==> src/core/hkr_params.svh <==
`ifndef HKR_PARAMS_SVH
`define HKR_PARAMS_SVH

// clock and timing
`define HKR_CLK_MHZ          125
`define HKR_TRIM_MS          50
`define HKR_TRIM_CYC         ((`HKR_TRIM_MS) * 1000 * (`HKR_CLK_MHZ))
`define HKR_REV_US           1000
`define HKR_REV_MIN_US       500
`define HKR_REV_MAX_US       2000
`define HKR_REV_MIN_CYC      ((`HKR_REV_MIN_US) * (`HKR_CLK_MHZ))
`define HKR_REV_MAX_CYC      ((`HKR_REV_MAX_US) * (`HKR_CLK_MHZ))
`define HKR_GAP_MS           100
`define HKR_GAP_CYC          ((`HKR_GAP_MS) * 1000 * (`HKR_CLK_MHZ))
`define HKR_RING_PULSES      4

// register map (word addresses)
`define HKR_ADDR_CTRL        4'h0
`define HKR_ADDR_STAT        4'h1
`define HKR_ADDR_EVT         4'h2
`define HKR_ADDR_CNT         4'h3

// control fields
`define HKR_CTRL_OFFHOOK     0
`define HKR_CTRL_CIDEARLY    1

// status fields
`define HKR_ST_OFFHOOK       0
`define HKR_ST_TRIMDONE      1
`define HKR_ST_RINGING       2
`define HKR_ST_CIDWIN        3
`define HKR_ST_RAWFULL       4

// event fields
`define HKR_EV_RING          0
`define HKR_EV_BURSTEND      1
`define HKR_EV_REVERSAL      2

`endif

==> src/core/hkr_pkg.sv <==
package hkr_pkg;
    typedef enum logic [1:0]
    {
        HKR_TRIM = 2'b00,
        HKR_IDLE = 2'b01,
        HKR_BUSY = 2'b11
    } hkr_hook_t;
endpackage

==> src/core/hkr_host.sv <==
// The address map and strobed register access are this design's own decisions.
`timescale 1ns/1ps
`include "hkr_params.svh"
module hkr_host
    import hkr_pkg::*;
#(
    parameter int TRIM_CYC = `HKR_TRIM_CYC,
    parameter int REV_MIN  = `HKR_REV_MIN_CYC,
    parameter int REV_MAX  = `HKR_REV_MAX_CYC,
    parameter int GAP_CYC  = `HKR_GAP_CYC,
    parameter int RING_MIN = `HKR_RING_PULSES
)
(
    // clock and reset
    input  wire logic        ref_clk_i,
    input  wire logic        rstn_i,
    // software register port
    input  wire logic [3:0]  addr_i,
    input  wire logic [31:0] wdata_i,
    input  wire logic        wr_i,
    input  wire logic        rd_i,
    output logic [31:0]      rdata_o,
    // device pins
    output logic             hook_control_n_o,
    input  wire logic        ring_detect_full_n_i,
    // caller identity window for the receive datapath
    output logic             caller_identity_win_o
);
    localparam int CW = 32;

    logic          full_lvl;
    logic          full_prev_q, full_prev_d;
    logic [1:0]    ctrl_q, ctrl_d;
    hkr_hook_t     st_q, st_d;
    logic [CW-1:0] tmr_q, tmr_d;     // trim hold timer
    logic [CW-1:0] low_q, low_d;     // current low pulse width
    logic [CW-1:0] gap_q, gap_d;     // time since last pulse
    logic [7:0]    pcnt_q, pcnt_d;   // pulses in current burst
    logic [7:0]    bcnt_q, bcnt_d;   // completed bursts
    logic          ringing_q, ringing_d;
    logic          cid_q, cid_d;
    logic          trim_q, trim_d;
    logic [2:0]    evt_q, evt_d;
    logic          hook_n_q, hook_n_d;
    logic [31:0]   rdata_q, rdata_d;
    logic          fall, rise, onhook, short_ok, alone;

    // pin conditioning before any edge or width logic
    hkr_sync u_sync_full
    (
        .ref_clk_i (ref_clk_i),
        .rstn_i    (rstn_i),
        .pin_i     (ring_detect_full_n_i),
        .level_o   (full_lvl)
    );

    assign fall   = full_prev_q & ~full_lvl;
    assign rise   = ~full_prev_q & full_lvl;
    assign onhook = hook_n_q;
    // a lone short pulse (no ringing around it) is a reversal
    assign short_ok = (low_q >= CW'(REV_MIN)) && (low_q <= CW'(REV_MAX));
    assign alone    = ~ringing_q && (pcnt_q == 8'h00);

    // hook sequencing: forced on-hook hold after reset loads trim
    always_comb
    begin
        st_d     = st_q;
        tmr_d    = tmr_q;
        trim_d   = trim_q;
        hook_n_d = 1'b1;
        unique case (st_q)
            HKR_TRIM:
            begin
                tmr_d = tmr_q + CW'(1);
                if (tmr_q >= CW'(TRIM_CYC - 1))
                begin
                    trim_d = 1'b1;
                    st_d   = HKR_IDLE;
                end
            end
            HKR_IDLE:
            begin
                if (ctrl_q[`HKR_CTRL_OFFHOOK])
                begin
                    st_d = HKR_BUSY;
                end
            end
            HKR_BUSY:
            begin
                hook_n_d = 1'b0;
                if (!ctrl_q[`HKR_CTRL_OFFHOOK])
                begin
                    st_d = HKR_IDLE;
                end
            end
            default:
            begin
                st_d = HKR_TRIM;
            end
        endcase
    end

    // ring qualification; detects are ignored off-hook since the device
    // disables them there and a stuck level must not read as ringing
    always_comb
    begin
        full_prev_d = full_lvl;
        low_d       = low_q;
        gap_d       = gap_q;
        pcnt_d      = pcnt_q;
        bcnt_d      = bcnt_q;
        ringing_d   = ringing_q;
        cid_d       = cid_q;
        evt_d       = evt_q;
        if (!onhook)
        begin
            low_d     = '0;
            gap_d     = '0;
            pcnt_d    = 8'h00;
            ringing_d = 1'b0;
            cid_d     = 1'b0;
            bcnt_d    = 8'h00;
        end
        else
        begin
            if (!full_lvl)
            begin
                low_d = low_q + CW'(1);
                gap_d = '0;
            end
            else if (gap_q < CW'(GAP_CYC))
            begin
                gap_d = gap_q + CW'(1);
            end
            if (fall)
            begin
                low_d = CW'(1);
            end
            if (rise)
            begin
                if (short_ok && alone)
                begin
                    evt_d[`HKR_EV_REVERSAL] = 1'b1;
                end
                else if (pcnt_q != 8'hFF)
                begin
                    pcnt_d = pcnt_q + 8'h01;
                end
            end
            if (pcnt_q >= 8'(RING_MIN) && !ringing_q)
            begin
                ringing_d            = 1'b1;
                evt_d[`HKR_EV_RING] = 1'b1;
            end
            if (full_lvl && gap_q == CW'(GAP_CYC - 1))
            begin
                pcnt_d = 8'h00;
                if (ringing_q)
                begin
                    ringing_d = 1'b0;
                    bcnt_d    = bcnt_q + 8'h01;
                    evt_d[`HKR_EV_BURSTEND] = 1'b1;
                end
            end
            // caller window: early mode always, else after first burst
            cid_d = ctrl_q[`HKR_CTRL_CIDEARLY] ? 1'b1
                  : (bcnt_q != 8'h00);
        end
        // write-one-to-clear; a set in the same cycle wins only on a bit that was clear
        if (wr_i && addr_i == `HKR_ADDR_EVT)
        begin
            evt_d = evt_d & ~(wdata_i[2:0] & ~(evt_d ^ evt_q));
        end
    end

    // register port: control write and one-cycle-late read data
    always_comb
    begin
        ctrl_d  = ctrl_q;
        rdata_d = 32'h0;
        if (wr_i && addr_i == `HKR_ADDR_CTRL)
        begin
            ctrl_d = wdata_i[1:0];
        end
        if (rd_i)
        begin
            unique case (addr_i)
                `HKR_ADDR_CTRL: rdata_d = {30'h0, ctrl_q};
                `HKR_ADDR_STAT: rdata_d = {27'h0, full_lvl, cid_q,
                                           ringing_q, trim_q, ~hook_n_q};
                `HKR_ADDR_EVT:  rdata_d = {29'h0, evt_q};
                `HKR_ADDR_CNT:  rdata_d = {16'h0, bcnt_q, pcnt_q};
                default:        rdata_d = 32'h0;
            endcase
        end
    end

    // state registers
    always_ff @(posedge ref_clk_i or negedge rstn_i)
    begin
        if (!rstn_i)
        begin
            st_q        <= HKR_TRIM;
            tmr_q       <= '0;
            trim_q      <= 1'b0;
            hook_n_q    <= 1'b1;
            full_prev_q <= 1'b1;
            low_q       <= '0;
            gap_q       <= '0;
            pcnt_q      <= 8'h00;
            bcnt_q      <= 8'h00;
            ringing_q   <= 1'b0;
            cid_q       <= 1'b0;
            evt_q       <= 3'h0;
            ctrl_q      <= 2'h0;
            rdata_q     <= 32'h0;
        end
        else
        begin
            st_q        <= st_d;
            tmr_q       <= tmr_d;
            trim_q      <= trim_d;
            hook_n_q    <= hook_n_d;
            full_prev_q <= full_prev_d;
            low_q       <= low_d;
            gap_q       <= gap_d;
            pcnt_q      <= pcnt_d;
            bcnt_q      <= bcnt_d;
            ringing_q   <= ringing_d;
            cid_q       <= cid_d;
            evt_q       <= evt_d;
            ctrl_q      <= ctrl_d;
            rdata_q     <= rdata_d;
        end
    end

    assign rdata_o               = rdata_q;
    assign hook_control_n_o      = hook_n_q;
    assign caller_identity_win_o = cid_q;

    // hook never goes low before trim hold has finished
    a_trim_hold: assert property (@(posedge ref_clk_i) disable iff (!rstn_i)
        !trim_q |-> hook_control_n_o)
        else $error("hook went low before trim hold");

    // off-hook request reaches the pin two edges later
    a_offhook_go: assert property (@(posedge ref_clk_i)
        disable iff (!rstn_i)
        (st_q == HKR_IDLE && ctrl_q[`HKR_CTRL_OFFHOOK])
        |=> ##1 !hook_control_n_o)
        else $error("off-hook request not honoured");

    // outside the off-hook state the pin is always back high next cycle
    a_onhook_keep: assert property (@(posedge ref_clk_i)
        disable iff (!rstn_i)
        st_q != HKR_BUSY |=> hook_control_n_o)
        else $error("hook low without off-hook state");

    // no ringing status while off-hook
    a_offhook_quiet: assert property (@(posedge ref_clk_i)
        disable iff (!rstn_i)
        !hook_control_n_o |=> !ringing_q && !cid_q)
        else $error("ringing state kept while off-hook");

    // reversal event only from a short pulse ending on a rise
    a_rev_cause: assert property (@(posedge ref_clk_i)
        disable iff (!rstn_i)
        $rose(evt_q[`HKR_EV_REVERSAL])
        |-> $past(short_ok) && $past(rise))
        else $error("reversal flagged without short pulse");

    // ringing only after enough pulses
    a_ring_qual: assert property (@(posedge ref_clk_i)
        disable iff (!rstn_i)
        $rose(ringing_q) |-> $past(pcnt_q) >= 8'(RING_MIN))
        else $error("ringing qualified too early");
endmodule

==> src/core/hkr_sync.sv <==
`timescale 1ns/1ps
// three-stage input conditioner; a change counts once stages two and three
// agree, so the first stage never feeds anything but the second
module hkr_sync
(
    // clock and reset
    input  wire logic ref_clk_i,
    input  wire logic rstn_i,
    // raw pin and conditioned level
    input  wire logic pin_i,
    output logic      level_o
);
    logic [2:0] sh_q;
    logic [2:0] sh_d;
    logic       lvl_q;
    logic       lvl_d;

    // shift in, accept only stable pairs; idle line is high
    always_comb
    begin
        sh_d  = {sh_q[1:0], pin_i};
        lvl_d = (sh_q[1] == sh_q[2]) ? sh_q[2] : lvl_q;
    end

    always_ff @(posedge ref_clk_i or negedge rstn_i)
    begin
        if (!rstn_i)
        begin
            sh_q  <= 3'h7;
            lvl_q <= 1'b1;
        end
        else
        begin
            sh_q  <= sh_d;
            lvl_q <= lvl_d;
        end
    end

    assign level_o = lvl_q;
endmodule

==> config.mk <==
export PLATFORM = sky130hd
export DESIGN_NAME = hkr_host
export DESIGN_NICKNAME = d
export VERILOG_FILES = /design/src/core/hkr_pkg.sv /design/src/core/hkr_host.sv /design/src/core/hkr_sync.sv
export VERILOG_INCLUDE_DIRS = /design/src /design/src/core
export SDC_FILE = /design/constraint.sdc
export NUM_CORES = 1
export LEC_CHECK = 0
export BUFFER_PORTS_ARGS = -buffer_cell sky130_fd_sc_hd__buf_4
export CORE_AREA = 2 2 174 108
export CTS_BUF_LIST = sky130_fd_sc_hd__clkbuf_16
export DETAILED_ROUTE_END_ITERATION = 10
export DIE_AREA = 0 0 176 110
export PLACE_DENSITY = 0.64
export SLEW_MARGIN = 20
export SYNTH_ARGS = -nofsm -noshare
export SYNTH_HDL_FRONTEND = slang
export SYNTH_SLANG_ARGS = --single-unit
==> constraint.sdc <==
create_clock -name ref_clk_i -period 3.2 [get_ports ref_clk_i]
set_clock_uncertainty 0.15 [all_clocks]
set_input_delay 0.64 -clock ref_clk_i [delete_from_list [all_inputs] [get_ports ref_clk_i]]
set_output_delay 0.64 -clock ref_clk_i [all_outputs]
set_load 0.01 [all_outputs]
==> reports/metrics.yaml, run 1 <==
outcome:
  outcome: "complete, no violations"
clocking:
  ctsHoldBuffers: 0
  cts_buffer_depth: 2
  cts_tree: "built"
  clkTransAtPathRegs_ns: 0.06
  post_cts_buffers: 0
  htreeDepth: 4
  numCtsBuffers: 17
  clkSinkCount: 144
  root_buffer: "clkbuf_16"
  clk_latency_ns: 0.42
  ctsResizeCount: 0
grt:
  met3_usage_pct: 3.464
  globalRouteTotalUtil_pct: 15.53
  grt_overflow: 0
  grt_util_met2_pct: 20.70
  use_met1_pct: 24.55
  grt_pass1_vias: 4649
  grt_pass1_wl_mm: 23.89
  grt_max_degree: 64
  top_usage_layer: "met1"
  antenna_found_initial: 0
finish:
  finalNetCount: 780
  stdcell_count: 984
  num_antenna_cells: 0
  syn_to_final_growth_pct: 15.28
  finalInstanceArea_um2: 8080
  final_util_pct: 45.56
  layout-drive-gt1-share_pct: 13.31
routing:
  ant_nets: 0
  avgRoutedWirePerCell_um: 13.82
  drt-initial-drc-count: 351
  remaining_drc_errors: 0
  vias: 4897
  via_per_inst: 4.977
  dr.pass1.iters: 5
  drt_wl_total_mm: 13.60
floorplanning:
  dieWidth_um: 176
  num_rows: 38
  chipHeight_um: 110
  die_area_um2: 19360
  io_pins: 75
  start_util_pct: 39.52
  core_area_um2: 17730
timing:
  worstMarginPinSlew_ns: 0.6822
  setup_tns_ns: 0
  hold_violations: 0
  fmax_ghz: 0.4083
  max_slew_margin_pct: 54.10
  period_needed_ns: 2.449
  rsz0062_at_grt: "no"
  setup_slack_ns: 0.7507
  setup_viol: 0
  drv_slew: 0
  post-route-period-util_pct: 76.54
logic_synthesis:
  syn_avg_cell_area_um2: 10.07
  ys_seq_elements: 144
  synth_cells: 696
  ys_warn_count: 0
  async_flop_share_pct: 100.0
  yosysTopAreaCell: "dfrtp_1"
  synth_edf_count: 0
  synth_area_leaders: "dfrtp_1 49%, xor2_1 5.6%, xnor2_1 5.1%, nor2_1 4.7%, nand3_1 3.2%"
  netlist.area_leader.share_pct: 49.27
  synth_area_um2: 7009
  synth_most_common_cell: "dfrtp_1"
  yosysSeqAreaShare_pct: 51.52
  synth_flop_cell: "dfrtp_1"
  synth_cell_types: 57
  synth_common_cells: "138 x dfrtp_1, 88 x nor2_1, 52 x nand2_1"
pwr:
  p_switching_w: 0.001054
  sw_frac_of_total_pct: 24.01
  peakVddDrop_mv: 0.3697
  clkPwrFrac_pct: 47.0
  p_int_w: 0.003337
  p_per_area_nw_per_um2: 543.4
  p_comb_share_pct: 7.4
  static-leakage-power_nw: 3.661
  p_seq_share_pct: 45.5
job:
  cap_violations: 0
worst_setup_path:
  start_kind: "register"
  cp_cell_sequence: "ha_1, and2_1, nand4_1, nor4_1, nand2_1, xor2_1, nor2_1"
  crit_arrival_ns: 2.59
  cp_max_fo: 7
  cp-end-kind: "register"
  cp_slowest_cell: "nor4_1"
  path_class: "reg2reg"
  critPathRequiredTime_ns: 3.34
  crit_buf_inv: 0
  critPathTopFamily: "simple AND/OR/NAND/NOR gates"
  slowest_delay_ns: 0.73
  r2r_setup_slack_ns: 0.75
place:
  gp_congestion: 0.7868
  placed_area_um2: 7463
  hpwl_mm: 9.558
  place_ws_ns: 0.8111
  io_buffers: 29
  dpl.cell_count: 952
min_path:
  hp-class: "in2async"
state kept, by name (all words and copies together) (netlist names):
name and count:
trim_q 1, evt_q 3, st_q 2, hook_control_n_o 1
tmr_q 32, rdata_o 16, u_sync_full.level_o 1, full_prev_q 1
pcnt_q 8, ringing_q 1, caller_identity_win_o 1, ctrl_q 2
bcnt_q 8, u_sync_full.sh_q 3, low_q 32, gap_q 32
metrics by stage:
step                total power [W]  hold WS (ns)
detailed placement         0.002358        0.2041
finish                     0.004391       0.04266
global route               0.004589       0.08276
CTS                        0.004446       0.05965
global placement           0.002349        0.2007
floorplan                  0.002231        0.1944
placed cells by master, fill, tap and decap left out, drive strengths merged, types with 4 or more instances in the layout:
master and instances:
buf 39, ha 8, dfrtp 138, bufinv 4
a21oi 19, and2 20, o21ai 18, nor2 89
inv 24, xnor2 41, a31oi 7, conb 16
nor4 14, xor2 45, nor3 16, mux2 5
and4 6, or3 11, mux2i 5, and3 26
nand3 45, clkinv 5, nand2 52, dfstp 6
nand4 30, clkbuf 17
metal layers:
metal	up-vias	wire, um
li1	2440	-
met1	2346	7515
met2	94	5276
met3	17	615
met4	0	189
met5	-	0
power groups by stage:
stage	clock network (W)	logic, W	registers (W)
after floorplan	0	0.000231	0.00200
after CTS	0.00212	0.000333	0.00200
after global routing	0.00219	0.000385	0.00201
after detailed placement	0	0.000331	0.00203
after global placement	0	0.000324	0.00202
final	0.00206	0.000327	0.00200
path summary, 6_finish.rpt:
kind,start,endpoint,depth (start not counted)
setup / recovery,low_q[0]$_DFFE_PN0P_,low_q[28]$_DFFE_PN0P_,7
hold / removal,rstn_i,gap_q[3]$_DFFE_PN0P_,1
setup reg to reg,low_q[0]$_DFFE_PN0P_,low_q[28]$_DFFE_PN0P_,7
hold reg to reg,u_sync_full.sh_q[0]$_DFF_PN1_,u_sync_full.sh_q[1]$_DFF_PN1_,0
max in group asynchronous,rstn_i,u_sync_full.level_o$_DFFE_PN1N_,2
min in group ref_clk_i,ring_detect_full_n_i,u_sync_full.sh_q[0]$_DFF_PN1_,1
logic make-up (layout without fill, tap and decap cells):
logic type	count (synthesis)	after routing	synth area share (%)
flops	144	144	51.52
other cells	1	16	0.05350
buf+inv	59	92	4.195
fa+ha+maj	9	9	1.571
compound gates	59	59	5.463
xor+xnor	86	86	10.75
mux	10	10	1.517
simple gates	328	328	24.94
layout make-up:
class                           instances  area (um^2)
Clock buffer                           17        425.4
Fill cell                            1667         9654
Multi-Input combinational cell        508         3164
Sequential cell                       144         3611
Inverter                               21        78.83
Tap cell                              240        300.3
Timing Repair Buffer                   39        309.0
Clock inverter                         15        191.4
No activity file was read; power rests on OpenSTA's default activity.
==> run 2, diff against run 1 <==
--- a/config.mk
+++ b/config.mk
@@ -6,12 +6,13 @@
 export SDC_FILE = /design/constraint.sdc
 export NUM_CORES = 1
 export LEC_CHECK = 0
+export ABC_AREA = 1
 export BUFFER_PORTS_ARGS = -buffer_cell sky130_fd_sc_hd__buf_4
-export CORE_AREA = 2 2 174 108
+export CORE_AREA = 2 2 191 118
 export CTS_BUF_LIST = sky130_fd_sc_hd__clkbuf_16
 export DETAILED_ROUTE_END_ITERATION = 10
-export DIE_AREA = 0 0 176 110
-export PLACE_DENSITY = 0.64
+export DIE_AREA = 0 0 193 120
+export PLACE_DENSITY = 0.66
 export SLEW_MARGIN = 20
 export SYNTH_ARGS = -nofsm -noshare
 export SYNTH_HDL_FRONTEND = slang
==> constraint.sdc (replaced) <==
create_clock -name ref_clk_i -period 2 [get_ports ref_clk_i]
set_clock_uncertainty 0.15 [all_clocks]
set_input_delay 0.4 -clock ref_clk_i [delete_from_list [all_inputs] [get_ports ref_clk_i]]
set_output_delay 0.4 -clock ref_clk_i [all_outputs]
set_load 0.01 [all_outputs]
==> reports/metrics.yaml, run 2 <==
worst_setup_path:
  crit_arrival_ns: 2.13  # -0.46 ns
  start_kind: "register"
  endpoint: "gap_q[17]$_DFFE_PN0P_"
  reg2reg_depth: 12  # +5
  crit_start: "gap_q[31]$_DFFE_PN0P_"
  cp_slowest_cell: "dfrtp_1"
  worst_r2r_endpoint: "gap_q[17]$_DFFE_PN0P_"
  rr_startpoint: "gap_q[31]$_DFFE_PN0P_"
  slowest_delay_ns: 0.37  # -0.36 ns
  cp_cell_sequence: "inv_2, nand2_1, nor2_1, buf_4, nand2_8, nor3_4, o21ai_4, nand2_4, nand2_8, buf_12, nand2_1, o21ai_1"
  path_class: "reg2reg"
  critPathRequiredTime_ns: 2.16  # -1.18 ns
  cp-end-kind: "register"
  cp_max_fo: 6  # -1
  r2r_setup_slack_ns: 0.03  # -0.72 ns
timing:
  fmax_ghz: 0.5077  # +24%
  max_slew_margin_pct: 64.17  # +10 points
  drv_slew: 0  # unchanged
  post-route-period-util_pct: 98.48  # +22 points
  rsz0062_at_grt: "yes"
  worstMarginPinSlew_ns: 0.5355  # -0.1466 ns
  hold_violations: 0  # unchanged
  setup_viol: 0  # unchanged
  period_needed_ns: 1.970  # -0.4796 ns
  timing.hold.ws_ns: 0.02814  # -0.01451 ns
logic_synthesis:
  synth_area_um2: 8473  # +21%
  yosysTopAreaCell: "dfrtp_1"
  ys_seq_elements: 144  # unchanged
  synth_adder_area_share_pct: 1.299  # -0.27 points
  synth_top_family_by_area: "simple AND/OR/NAND/NOR gates"
  synthXorXnorAreaFrac_pct: 5.272  # -5.5 points
  synthMuxAreaShare_pct: 0.2658  # -1.3 points
  synth_simple_gate_area_share_pct: 37.48  # +13 points
  synth_compound_area_share_pct: 4.238  # -1.2 points
  yosysSeqAreaShare_pct: 42.62  # -8.9 points
  synth_edf_count: 0  # unchanged
  synth_common_cells: "319 x nand2_1, 204 x nor2_1, 138 x dfrtp_1"
  synth_cells: 1176  # +69%
  synth_cell_types: 48  # -16%
  netlist.area_leader.share_pct: 40.76  # -8.5 points
  syn_avg_cell_area_um2: 7.205  # -28%
  synth_flop_cell: "dfrtp_1"
  async_flop_share_pct: 100.0  # unchanged
  synth_most_common_cell: "nand2_1"
  ys_warn_count: 0  # unchanged
  synth_area_leaders: "dfrtp_1 41%, nand2_1 14%, nor2_1 9.0%, nand3_1 6.7%, inv_1 5.2%"
pwr:
  clkPwrFrac_pct: 46.4  # -0.6 points
  p_comb_share_pct: 11.4  # +4.0 points
  sw_frac_of_total_pct: 26.40  # +2.4 points
  p_switching_w: 0.001973  # +87%
  peakVddDrop_mv: 0.5741  # +55%
  p_int_w: 0.005500  # +65%
  static-leakage-power_nw: 5.019  # +37%
  p_total_w: 0.007473  # +70%
  p_seq_share_pct: 42.3  # -3.2 points
  p_per_area_nw_per_um2: 699.7  # +29%
finish:
  multi_input_area_um2: 4472  # +41%
  stdcell_count: 1601  # +63%
  n_fill_cell: 2079  # +25%
  layout_commonest_cell: "nand2_1"
  syn_to_final_growth_pct: 26.05
  layout-drive-gt1-share_pct: 20.76  # +7.5 points
  finalInstanceArea_um2: 10680  # +32%
  num_antenna_cells: 0  # unchanged
  layout_common_cells: "296 x nand2_1, 189 x nor2_1, 136 x dfrtp_1"
  reg_top3: "gap_q x32, low_q x32, tmr_q x32"
  finalNetCount: 1351  # +73%
  register_area_um2: 3613  # about the same
min_path:
  hold_path.startpoint: "wdata_i[1]"
  hp-class: "in2reg"
clocking:
  htreeDepth: 4  # unchanged
  numCtsBuffers: 17  # unchanged
  clk_latency_ns: 0.43  # about the same
  root_buffer: "clkbuf_16"
  cts_tree: "built"
  cts_buffer_depth: 2  # unchanged
  clkTransAtPathRegs_ns: 0.06  # about the same
  clkSinkCount: 144  # unchanged
routing:
  avgRoutedWirePerCell_um: 14.11  # +2.1%
  via_per_inst: 5.020  # +0.87%
  drt-initial-drc-count: 728  # +110%
  remaining_drc_errors: 0  # unchanged
  dr.pass1.iters: 5  # unchanged
  ant_nets: 0  # unchanged
  drt_wl_total_mm: 22.59  # +66%
  vias: 8037  # +64%
grt:
  grt_overflow: 0  # unchanged
  grt_pass1_wl_mm: 36.98  # +55%
  grt_max_degree: 40  # -38%
  grt_pass1_vias: 7301  # +57%
  globalRouteTotalUtil_pct: 20.31  # +4.8 points
  antenna_found_initial: 0  # unchanged
floorplanning:
  core_area_um2: 21550  # +21%
  dieWidth_um: 193  # +9.7%
  chipHeight_um: 120  # +9.1%
  io_pins: 75  # unchanged
  die_area_um2: 23160  # +20%
  num_rows: 42  # +11%
  start_util_pct: 39.33  # -0.20 points
place:
  hpwl_mm: 16.54  # +73%
  io_buffers: 29  # unchanged
  placed_area_um2: 9550  # +28%
  dpl.cell_count: 1551  # +63%
  gp_congestion: 0.9772  # +24%
job:
  cap_violations: 0  # unchanged
outcome:
  outcome: "complete, no violations"
-- run 2: worst max-delay path: cells and delay by family (launching register included) --
family,cells,cell delay (ns)
buffers and inverters,3,0.39
DFF,1,0.37
AOI/OAI and AO/OA,2,0.18
and+or+nand+nor,7,0.75
-- run 2: power groups by stage --
stage	Combinational, W	Sequential (W)	Clock, W
floorplan	0.000495	0.00319	0
global placement	0.000810	0.00319	0
detailed placement	0.000823	0.00320	0
CTS	0.000832	0.00315	0.00352
global route	0.000951	0.00317	0.00366
finish	0.000848	0.00316	0.00347
-- run 2: worst min-delay path by stage --
stage                                  to  slack, ns  cells after the start
global placement    low_q[10]$_DFFE_PN0P_       0.20                      1
detailed placement  low_q[10]$_DFFE_PN0P_       0.19                      1
floorplan           bcnt_q[0]$_DFFE_PN0P_      -0.05                      0
finish                 evt_q[1]$_DFF_PN0_       0.03                      2
global route           evt_q[0]$_DFF_PN0_       0.02                      2
CTS                    evt_q[1]$_DFF_PN0_       0.01                      2
-- run 2: final cells by class --
type | instances | share of cell area [%]
Multi-Input combinational cell | 876 | 41.87
Clock buffer | 17 | 3.983
Sequential cell | 144 | 33.83
Tap cell | 286 | 3.351
Inverter | 133 | 4.686
Timing Repair Buffer | 130 | 10.33
Clock inverter | 15 | 1.945
-- run 2: through the flow --
stage / util, % / setup TNS, ns / worst slack [ns]
after floorplan: - / 0 / 0.2253
after global placement: 44.33 / -1.856 / -0.2352
after detailed placement: 44.33 / -1.628 / -0.2065
after CTS: 47.47 / 0 / 0.008134
after global routing: 49.57 / -0.8892 / -0.04866
final: 49.57 / 0 / 0.03040
-- run 2: metal layers --
| layer | track usage [%] | part of all wire, % |
|---|---|---|
| met1 | 33.10 | 52 |
| met2 | 26.19 | 38 |
| met3 | 5.352 | 9.4 |
| met4 | 3.883 | 0.63 |
| met5 | 0 | 0 |
-- run 2: timing repair --
item	in CTS	in global routing
setup endpoints to repair	15	59
pin swaps	0	24
cloned	0	3
gates resized for setup	6	77
hold buffers	2	0
endpoints found under the hold margin	31	0
setup buffers	0	13
-- run 2: cell families (layout without fill, tap and decap cells) --
family | after synthesis | after routing
xor gates and xnor gates | 51 | 51
adders and majority gates | 9 | 9
and+or+nand+nor | 737 | 737
buffers and inverters | 171 | 295
other | 1 | 16
DFF | 144 | 144
AOI/OAI and AO/OA | 61 | 61
muxes | 2 | 2
